$ cat src/hdl/eiss_pkg.sv
// Package with register map, field layout, select codes and carriers for the interrupt line source selectors.
package eiss_pkg;

  // Width of the byte address that the register slave decodes.
  localparam int ADDR_W = 8;

  // Byte offsets of the two selector registers.
  localparam logic [ADDR_W-1:0] OFF_SEL_4_TO_7 = 8'h0c;
  localparam logic [ADDR_W-1:0] OFF_SEL_8_TO_11 = 8'h10;

  // Reset value of the stored selector fields.
  localparam logic [15:0] SEL_RESET = 16'h0000;

  // Reserved upper half of each register, read back as zero.
  localparam logic [15:0] RSVD_READ = 16'h0000;

  // Field geometry: four 4-bit selectors per register, low code bits decode.
  localparam int SEL_W = 4;
  localparam int SELS_PER_REG = 4;
  localparam int LINE_COUNT = 8;
  localparam int FIRST_LINE = 4;

  // Lines below this index also offer port F.
  localparam int PORT_F_LIMIT = 8;

  // Source codes after dropping the ignored top bit.
  localparam logic [2:0] CODE_PORT_A = 3'h0;
  localparam logic [2:0] CODE_PORT_B = 3'h1;
  localparam logic [2:0] CODE_PORT_C = 3'h2;
  localparam logic [2:0] CODE_PORT_F = 3'h5;

  // Bus responses.
  localparam logic [1:0] RESP_OKAY = 2'h0;
  localparam logic [1:0] RESP_SLVERR = 2'h2;

  // Full-word write strobe.
  localparam logic [3:0] STRB_WORD = 4'hf;

  // Pin levels of the four GPIO ports, indexed by pin number.
  typedef struct packed {
    logic [15:0] port_f;
    logic [15:0] port_c;
    logic [15:0] port_b;
    logic [15:0] port_a;
  } eiss_pins_t;

endpackage : eiss_pkg

$ cat src/hdl/eiss_line_mux.sv
// One interrupt line source multiplexer driven by a 4-bit selector field.
module eiss_line_mux
  import eiss_pkg::*;
#(
  parameter bit HAS_PORT_F = 1'b1
) (
  // Selector field as stored.
  input wire logic [SEL_W-1:0] sel,
  // Candidate pin levels of the same index.
  input wire logic pin_a,
  input wire logic pin_b,
  input wire logic pin_c,
  input wire logic pin_f,
  // Chosen level, low for reserved codes.
  output logic level
);

  // The top code bit is ignored, so only the low three bits decode.
  always_comb begin
    unique case (sel[2:0])
      CODE_PORT_A: level = pin_a;
      CODE_PORT_B: level = pin_b;
      CODE_PORT_C: level = pin_c;
      // Port F exists only for the lower group of lines.
      CODE_PORT_F: level = HAS_PORT_F ? pin_f : 1'b0;
      // Reserved codes hold the line inactive so no edge is seen.
      default: level = 1'b0;
    endcase
  end

endmodule // eiss_line_mux

$ cat src/hdl/eiss_top.sv
// Interrupt line 4..11 source selector registers with AXI4-Lite slave and pin routing.
//
// What this block does
// - Lines 4-7 selector at 0x0C, resets zero.
// - Bits 15:12 route line 7: A/B/C/F.
// - Bits 11:8 route line 6: A/B/C/F.
// - Bits 7:4 route line 5: A/B/C/F.
// - Bits 3:0 route line 4: A/B/C/F.
// - Lines 8-11 selector at 0x10, resets zero.
module eiss_top
  import eiss_pkg::*;
(
  // Clock and reset.
  input wire logic sys_clk,
  input wire logic reset,
  // AXI4-Lite write address channel.
  input wire logic [ADDR_W-1:0] awaddr,
  input wire logic awvalid,
  output logic awready,
  // AXI4-Lite write data channel.
  input wire logic [31:0] wdata,
  input wire logic [3:0] wstrb,
  input wire logic wvalid,
  output logic wready,
  // AXI4-Lite write response channel.
  output logic [1:0] bresp,
  output logic bvalid,
  input wire logic bready,
  // AXI4-Lite read address channel.
  input wire logic [ADDR_W-1:0] araddr,
  input wire logic arvalid,
  output logic arready,
  // AXI4-Lite read data channel.
  output logic [31:0] rdata,
  output logic [1:0] rresp,
  output logic rvalid,
  input wire logic rready,
  // GPIO pin levels.
  input eiss_pins_t gpio_pins,
  // Interrupt lines 4..11 towards the edge detector, bit 0 is line 4.
  output logic [LINE_COUNT-1:0] irq_line_out
);

  ////////////////////////////////////////////////////////////////////////////////
  // State declarations.

  // Stored selector fields; the reserved upper halves are not stored.
  logic [15:0] sel_lo_reg, sel_lo_next;
  logic [15:0] sel_hi_reg, sel_hi_next;
  // Write address and data holding, so the channels arrive in any order.
  logic aw_hold_reg, aw_hold_next;
  logic [ADDR_W-1:0] aw_addr_reg, aw_addr_next;
  logic w_hold_reg, w_hold_next;
  logic [31:0] w_data_reg, w_data_next;
  logic [3:0] w_strb_reg, w_strb_next;
  // Channel handshake flops.
  logic awready_reg, awready_next;
  logic wready_reg, wready_next;
  logic bvalid_reg, bvalid_next;
  logic [1:0] bresp_reg, bresp_next;
  logic arready_reg, arready_next;
  logic rvalid_reg, rvalid_next;
  logic [31:0] rdata_reg, rdata_next;
  logic [1:0] rresp_reg, rresp_next;
  // Registered interrupt line levels.
  logic [LINE_COUNT-1:0] irq_reg, irq_next;
  // A write commits when both halves are held and no response waits.
  logic wr_do;
  // Byte-lane merge of the held data over a stored field.
  logic [15:0] lane_mask;

  assign wr_do = aw_hold_reg && w_hold_reg && !bvalid_reg;
  assign lane_mask = {{8{w_strb_reg[1]}}, {8{w_strb_reg[0]}}};

  ////////////////////////////////////////////////////////////////////////////////
  // Write path: address and data are taken independently, then committed.

  always_comb begin
    aw_hold_next = aw_hold_reg;
    aw_addr_next = aw_addr_reg;
    w_hold_next = w_hold_reg;
    w_data_next = w_data_reg;
    w_strb_next = w_strb_reg;
    bvalid_next = bvalid_reg;
    bresp_next = bresp_reg;
    sel_lo_next = sel_lo_reg;
    sel_hi_next = sel_hi_reg;
    // Take the address when offered and the holder is free.
    if (awvalid && awready_reg) begin
      aw_hold_next = 1'b1;
      aw_addr_next = awaddr;
    end
    // Take the data when offered and the holder is free.
    if (wvalid && wready_reg) begin
      w_hold_next = 1'b1;
      w_data_next = wdata;
      w_strb_next = wstrb;
    end
    // Commit; byte lanes are honoured though software should write whole words.
    if (wr_do) begin
      aw_hold_next = 1'b0;
      w_hold_next = 1'b0;
      bvalid_next = 1'b1;
      bresp_next = RESP_OKAY;
      if ({aw_addr_reg[ADDR_W-1:2], 2'b00} == OFF_SEL_4_TO_7) begin
        sel_lo_next = (sel_lo_reg & ~lane_mask) | (w_data_reg[15:0] & lane_mask);
      end else if ({aw_addr_reg[ADDR_W-1:2], 2'b00} == OFF_SEL_8_TO_11) begin
        sel_hi_next = (sel_hi_reg & ~lane_mask) | (w_data_reg[15:0] & lane_mask);
      end else begin
        // Unmapped offsets change nothing and answer with an error.
        bresp_next = RESP_SLVERR;
      end
    end
    // Response leaves once the master accepts it.
    if (bvalid_reg && bready) begin
      bvalid_next = 1'b0;
    end
    // Ready reflects the holder being free in the coming cycle.
    awready_next = !aw_hold_next;
    wready_next = !w_hold_next;
  end

  ////////////////////////////////////////////////////////////////////////////////
  // Read path: one read at a time, answered the cycle after it is taken.

  always_comb begin
    arready_next = arready_reg;
    rvalid_next = rvalid_reg;
    rdata_next = rdata_reg;
    rresp_next = rresp_reg;
    if (arvalid && arready_reg) begin
      arready_next = 1'b0;
      rvalid_next = 1'b1;
      rresp_next = RESP_OKAY;
      // Reserved upper halves read as zero.
      if ({araddr[ADDR_W-1:2], 2'b00} == OFF_SEL_4_TO_7) begin
        rdata_next = {RSVD_READ, sel_lo_reg};
      end else if ({araddr[ADDR_W-1:2], 2'b00} == OFF_SEL_8_TO_11) begin
        rdata_next = {RSVD_READ, sel_hi_reg};
      end else begin
        rdata_next = 32'h0000_0000;
        rresp_next = RESP_SLVERR;
      end
    end else if (rvalid_reg && rready) begin
      rvalid_next = 1'b0;
      arready_next = 1'b1;
    end
  end

  ////////////////////////////////////////////////////////////////////////////////
  // Source routing: one multiplexer per line.

  generate
    for (genvar i = 0; i < LINE_COUNT; i++) begin : g_line
      localparam int LINE = FIRST_LINE + i;
      logic [SEL_W-1:0] sel_field;
      // Lines 4..7 sit in the low register, 8..11 in the high one.
      if (i < SELS_PER_REG) begin : g_lo
        assign sel_field = sel_lo_reg[i*SEL_W +: SEL_W];
      end else begin : g_hi
        assign sel_field = sel_hi_reg[(i-SELS_PER_REG)*SEL_W +: SEL_W];
      end
      eiss_line_mux #(
        .HAS_PORT_F(LINE < PORT_F_LIMIT)
      ) u_mux (
        .sel(sel_field),
        .pin_a(gpio_pins.port_a[LINE]),
        .pin_b(gpio_pins.port_b[LINE]),
        .pin_c(gpio_pins.port_c[LINE]),
        .pin_f(gpio_pins.port_f[LINE]),
        .level(irq_next[i])
      );
    end
  endgenerate

  ////////////////////////////////////////////////////////////////////////////////
  // State registers; the line outputs cost one cycle of latency to stay glitch free.

  always_ff @(posedge sys_clk or posedge reset) begin
    if (reset) begin
      sel_lo_reg <= SEL_RESET;
      sel_hi_reg <= SEL_RESET;
      aw_hold_reg <= 1'b0;
      aw_addr_reg <= '0;
      w_hold_reg <= 1'b0;
      w_data_reg <= 32'h0000_0000;
      w_strb_reg <= 4'h0;
      awready_reg <= 1'b1;
      wready_reg <= 1'b1;
      bvalid_reg <= 1'b0;
      bresp_reg <= RESP_OKAY;
      arready_reg <= 1'b1;
      rvalid_reg <= 1'b0;
      rdata_reg <= 32'h0000_0000;
      rresp_reg <= RESP_OKAY;
      irq_reg <= '0;
    end else begin
      sel_lo_reg <= sel_lo_next;
      sel_hi_reg <= sel_hi_next;
      aw_hold_reg <= aw_hold_next;
      aw_addr_reg <= aw_addr_next;
      w_hold_reg <= w_hold_next;
      w_data_reg <= w_data_next;
      w_strb_reg <= w_strb_next;
      awready_reg <= awready_next;
      wready_reg <= wready_next;
      bvalid_reg <= bvalid_next;
      bresp_reg <= bresp_next;
      arready_reg <= arready_next;
      rvalid_reg <= rvalid_next;
      rdata_reg <= rdata_next;
      rresp_reg <= rresp_next;
      irq_reg <= irq_next;
    end
  end

  // Outputs straight from flops.
  assign awready = awready_reg;
  assign wready = wready_reg;
  assign bvalid = bvalid_reg;
  assign bresp = bresp_reg;
  assign arready = arready_reg;
  assign rvalid = rvalid_reg;
  assign rdata = rdata_reg;
  assign rresp = rresp_reg;
  assign irq_line_out = irq_reg;
endmodule // eiss_top

$ cat config.mk
export PLATFORM = sky130hd
export DESIGN_NAME = eiss_top
export DESIGN_NICKNAME = d
export VERILOG_FILES = /design/src/hdl/eiss_pkg.sv /design/src/hdl/eiss_line_mux.sv /design/src/hdl/eiss_top.sv
export SDC_FILE = /design/constraint.sdc
export NUM_CORES = 1
export LEC_CHECK = 0
export ABC_AREA = 1
export BUFFER_PORTS_ARGS = -buffer_cell sky130_fd_sc_hd__buf_2
export CAP_MARGIN = 20
export CORE_MARGIN = 2
export CORE_UTILIZATION = 52
export DETAILED_ROUTE_END_ITERATION = 10
export GPL_TIMING_DRIVEN = 0
export PLACE_DENSITY = 0.94
export SYNTH_ARGS = -nofsm -noshare
export SYNTH_HDL_FRONTEND = slang
export SYNTH_SLANG_ARGS = --single-unit
export TNS_END_PERCENT = 1
$ cat constraint.sdc
create_clock -name sys_clk -period 7.2 [get_ports sys_clk]
set_input_delay 0.36 -clock sys_clk [delete_from_list [all_inputs] [get_ports sys_clk]]
set_output_delay 0.36 -clock sys_clk [all_outputs]
set_load 0.1 [all_outputs]
Yosys cells after proc, flatten, opt, wreduce, memory -nomap -nowiden
Cells that the tools add are included.
{"block": "totals", "regBits": 109, "in_bits": 123, "elab_cells": 93}
{"block": "classes", "eq_ne": 24, "muxes": 24, "n_bitwise": 7, "n_reduce_logical": 22}
{"cell": "16-bit bitwise AND", "count": 3}
{"cell": "16-bit two-way mux", "count": 2}
{"cell": "16-bit bitwise OR", "count": 2}
{"cell": "3-bit by 1-bit == test with 1-bit output, second input constant", "count": 8}
{"cell": "3-bit by 2-bit == test with 1-bit output, second input constant", "count": 8}
{"cell": "3-bit zero test", "count": 8}
{"cell": "16-bit inverter", "count": 1}
{"cell": "1-bit case mux with 4 select lines", "count": 4}
{"cell": "3-bit == test, second input constant", "count": 4}
{"cell": "6-bit by 2-bit == test with 1-bit output, second input constant", "count": 2}
{"cell": "6-bit by 3-bit == test with 1-bit output, second input constant", "count": 2}
{"cell": "1-bit case mux with 3 select lines", "count": 4}
{"cell": "1-bit two-way mux", "count": 10}
{"cell": "2-bit two-way mux", "count": 4}
{"cell": "1-bit logical AND", "count": 7}
{"cell": "2-bit nonzero test", "count": 2}
{"cell": "1-bit zero test", "count": 3}
{"cell": "3-bit AND reduction", "count": 1}
{"cell": "2-bit AND reduction", "count": 1}
{"cell": "1-bit inverter", "count": 1}

Logic depth before layout (Yosys ltp)
{"block": "depth", "depth_word": 4, "mapped_depth": 8, "mapped_depth_nobuf": 7}

Cells and area by module
Synthesis repeated with hierarchy kept, for this count alone.
{"block": "hier_totals", "cells_unflattened": 532, "area_unflattened_um2": 4294.1}
{"module": "eiss_top", "instances": 1, "cells_per_inst": 440, "area_each_um2": 3918.8, "seq_area_each_um2": 2230.9}
{"module": "eiss_line_mux (g_line[0].u_mux ...)", "instances": 4, "cells_per_inst": 15, "area_each_um2": 57.6, "seq_area_each_um2": 0.0}
{"module": "eiss_line_mux (g_line[4].u_mux ...)", "instances": 4, "cells_per_inst": 8, "area_each_um2": 36.3, "seq_area_each_um2": 0.0}

Worst setup path after synthesis
No wires, ideal clock.
{"block": "synth_path", "kind": "reg2reg", "from": "reg arready_reg (netlist: arready)", "to": "reg rdata_reg[0] (netlist: rdata[0])", "setup_ns": 0.068, "arrival_time_ns": 1.685, "t_required_ns": 7.132, "path_slack_ns": 5.447, "stages_incl_launch_ff": 6, "path_buffers": 1, "period_less_slack_ns": 1.753, "cell_sequence": "dfstp_2 > nand2_1 > a21oi_4 > buf_6 > nand2_1 > nand2_1"}
{"block": "synth_via", "elab_chain_len": 1}
{"item": "from (decl)", "line": "eiss_top.sv:61", "text": "logic arready_reg, arready_next;"}
{"item": "from (signal assigned)", "line": "eiss_top.sv:209", "text": "arready_reg <= arready_next;"}
{"item": "1-bit logical AND", "line": "eiss_top.sv:131", "text": "if (arvalid && arready_reg) begin"}
{"item": "to (signal assigned)", "line": "eiss_top.sv:211", "text": "rdata_reg <= rdata_next;"}
{"item": "to (decl)", "line": "eiss_top.sv:63", "text": "logic [31:0] rdata_reg, rdata_next;"}
Every way passes these cells.
A chain may end at the register's enable or synchronous reset.

Worst setup path in the final report
{"block": "layout_path", "from": "reg arready_reg (netlist: arready)", "to": "out arready"}
{"item": "to (decl)", "line": "eiss_top.sv:32", "text": "output logic arready,"}
No word-level cell between the ends.

==> results <==
- For this run, the register share of the synthesized area comes to 0.547.
- The count of nets after finishing is 732.
- The switching part of the total power is 0.464.
- The via count of the routed design is 3,495.
- The power share of the sequential group is 0.408.
- Entering global routing, the biggest net connects 72 pins.
- The power density normalized to cell area is 395 nW/µm².
- Row generation in the floorplan step produced 32 rows.
- The worst register-to-register path has a setup slack of 5750 ps.
- Following the worst setup path forward leads to its endpoint at arready.
- The total placed cells including tap cells is 699.
- For this run, the detailed router's first-pass iteration total came to 5.
- The final weighted congestion in routability-driven placement is 0.881.
- The number of inserted diodes is 0.
- The number of synthesis warnings is 0.
- In this run, synthesis inferred 0 flip-flops with an integrated enable.
- Dividing the detail-routed wire length by the instance count gives 12.5 µm.
- Counting the buffers created by CTS gives 9.
- The data arrival time of the critical path is 1330 ps.
- The initial standard-cell utilization of the core is 0.534.
- The worst path in the final design needs a cycle of 1690 ps, including I/O delays and setup.
- Dividing the final minimum period by the clock period gives 0.235.
- The number of buffers and inverters on the critical path is 1.
- The max-capacitance violation count is 0.
- The reg-to-reg critical path endpoint is rdata[3]$_DFFE_PP0P_.
- The CTS tree is done.
- The number of hold buffers added after CTS was 1.
- The analysis attributes to cell leakage a power of 2.76 nW.
- Clock latency on the worst-skew pair, taken at its later pin, is 350 ps.
- Counting every sink on the clock net gives 89.
- The run finished with clean final reports.
- The remaining number of nets flagged by the antenna check after routing is 0.
- The global-route usage over all layers is 0.217.
- Timing would allow up to 0.591 GHz.
- Adding up every negative setup slack in the final design gives 0 ps.
- The kind of cell with the highest combined delay on the critical path is flip-flops.
- The slowest stage of the critical path belongs to the cell dfstp_2.
- Measured along the x axis, the die boundary spans 92.6 µm.
- The ratio of cells with drive above 1 in the final layout is 0.262.
- The number of antenna violations at the first check in global routing is 0.
- The clock skew after layout is 8.05 ps.
- The netlist area before placement is 4080 µm².
- The number of gates resized after CTS is 0.
- The remaining design rule violation count is 0.
- Data on the critical path is required at its endpoint by 6840 ps.
- The class of the most critical hold timing path is in2reg.
- The portion of netlist area occupied by mux cells is 0.
- Traced cell by cell, the critical path runs through buf_2.
- The mean instance size in the synthesized netlist is 8.43 µm².
- The die covers 8570 µm².
- Among all flip-flop cells after synthesis, the most frequent one is dfrtp_1.
- The number of buffers between clock root and the deepest sink is 2.
- The core region is 7650 µm².
- The number of hold-slack violations in the final timing report is 0.
- The combinational family with the most area after synthesis is simple AND/OR/NAND/NOR gates.
- Synthesis instantiated 29 different standard cells from the library.
- The worst setup path is launched from a flip-flop.
- On the worst path, the slowest cell contributes a delay of 560 ps.
- Along the worst path, the maximum fanout reaches 4.
- Synthesis produced a netlist whose cell count is 484.
- Of the total synthesized cell area, the portion taken by XOR and XNOR cells is 0.
- Global routing finished with a remaining overflow of 0.
- For the worst flop-to-flop path, the logic depth is 5.
- The number of buffers added on ports is 95.
- The part of the power in combinational logic is 0.409.
- The cell chosen for the clock root is clkbuf_8.
- Setup repair after global routing left no endpoint under its margin.
- The internal portion of the total power is 1.06 mW.
- In this run the count of I/O pins placed on the die edge is 172.
- The count of cells in the finished layout, fillers not included, comes to 716.
- The switching power of the nets is 0.913 mW.
- For this block, the routed nets add up to 8.94 mm of wire.
- The H-tree generated during clock tree synthesis spans 3 levels.
- The die boundary height is 92.6 µm.
- The basic-gate share of the synthesized area counting and, or, nand and nor cells is 0.300.
- The clock-pin slew on the worst setup and hold paths is 80 ps.
- The origin of the worst setup path is arready$_DFFE_PP1P_.
- Synthesis inferred 89 register bits.
- The area growth from synthesis to final layout is 22.3%.
- The compound-cell area share of the yosys netlist is 0.0638.
- Dividing the detail-routed via count by the number of cells gives 4.88.
- The final-report max-slew violation count is 0.
- The share of power burned in the clock network is 0.183.
- The number of cells on the critical path is 1.
- In this run the critical register-to-register path is launched from arready$_DFFE_PP1P_.
- The worst setup path is of the reg2out kind.
- Setup violations remaining at the end of the flow were counted as 0.
- The first routing iteration left 261 violations.
- The maximum resistive drop on vdd is 0.000313 V.
- The number of buffers inserted to repair setup after CTS is 0.
- The async set or reset register ratio after synthesis is 1.00.
- The sum of net half-perimeters after detailed placement is 6.80 mm.
- The first global-routing pass estimated 14.9 mm of wire.
- The number of global-route vias before repair is 3,384.
- The kind of capture point of the worst setup path is a primary output.
- Of the total synthesized cell area, the portion taken by full adders, half adders and majority gates is 0.
-- metal layers --
metal | global-route usage | share of wire | wire length (µm)
met1 | 0.262 | 0.41 | 3690
met2 | 0.377 | 0.51 | 4530
met3 | 0.0342 | 0.058 | 520
met4 | 0.111 | 0.022 | 194
met5 | 0 | 0 | 0
-- stage by stage --
step	utilization	hold slack [ps]	power, mW	instance area (µm²)	worst slack (ps)
after global placement	0.621	446	1.57	4750	3740
after detailed placement	0.625	323	1.61	4780	5770
after floorplan	-	422	1.44	4150	4540
final	0.653	193	1.97	4990	5510
after CTS	0.653	184	1.97	4990	5500
after global routing	0.653	205	2.09	4990	5480
-- synth_stat cells, types with 2 or more instances --
master | count | area share
clkbuf_1 | 3 | 0.0028
nand2_1 | 210 | 0.19
buf_2 | 6 | 0.0074
a21oi_1 | 5 | 0.0061
inv_1 | 32 | 0.029
buf_4 | 19 | 0.035
nand4_2 | 2 | 0.0061
nand2_2 | 3 | 0.0046
nand3_1 | 36 | 0.044
a211oi_1 | 4 | 0.0074
dfrtp_1 | 86 | 0.53
nand3_4 | 2 | 0.0086
o21ai_0 | 36 | 0.044
nor3_1 | 4 | 0.0049
buf_6 | 3 | 0.0083
nor2_4 | 3 | 0.0083
dfstp_2 | 3 | 0.019
nor2_1 | 15 | 0.014
inv_2 | 2 | 0.0018
-- kinds of logic (layout without fill, tap and decap cells) --
group / Yosys count / after routing
flip-flops: 89 / 89
other: 1 / 18
AND/OR/NAND/NOR: 280 / 280
AO/OA/AOI/OAI: 47 / 47
buffers and inverters: 67 / 180
-- power groups by stage --
stage	clock [mW]	combinational (mW)	sequential [mW]
3_3_place_gp	0	0.773	0.796
3_5_place_dp	0	0.804	0.808
4_1_cts	0.366	0.810	0.799
5_1_grt	0.390	0.876	0.822
6_report	0.361	0.806	0.803
2_1_floorplan	0	0.364	1.08
-- cell usage in the layout (no fill, tap or decap), drive strengths merged --
| cell | instances |
|---|---|
| nand2 | 214 |
| buf | 124 |
| dfrtp | 86 |
| nand3 | 39 |
| o21ai | 37 |
| inv | 34 |
| nor2 | 20 |
| conb | 18 |
| clkbuf | 17 |
| a21oi | 6 |
| nor3 | 4 |
| a211oi | 4 |
| dfstp | 3 |
| nand4 | 2 |
| bufinv | 2 |
| clkinv | 2 |
| nand3b | 1 |
| dlygate4sd3 | 1 |
-- layout make-up --
class / instances / area [µm²]
Buffer: 32 / 225
Fill cell: 630 / 2660
Inverter: 35 / 139
Timing Repair Buffer: 97 / 513
Clock buffer: 13 / 139
Tap cell: 102 / 128
Sequential cell: 89 / 2230
Multi-Input combinational cell: 345 / 1550
Clock inverter: 3 / 65.1
-- worst min-delay path by stage --
| stage | start | endpoint | slack, ps | cells after the start |
|---|---|---|---|---|
| global placement | flip-flop | irq_line_out[5]$_DFF_PP0_ | 450 | 1 |
| detailed placement | reset | rdata[2]$_DFFE_PP0P_ | 320 | 2 |
| CTS | bready | bvalid$_DFFE_PP0P_ | 180 | 2 |
| finish | bready | bvalid$_DFFE_PP0P_ | 190 | 2 |
| global route | wdata[2] | w_data_reg[2]$_DFFE_PP0P_ | 200 | 3 |
| floorplan | flip-flop | irq_line_out[4]$_DFF_PP0_ | 420 | 1 |
No activity file was read; power rests on OpenSTA's default activity.
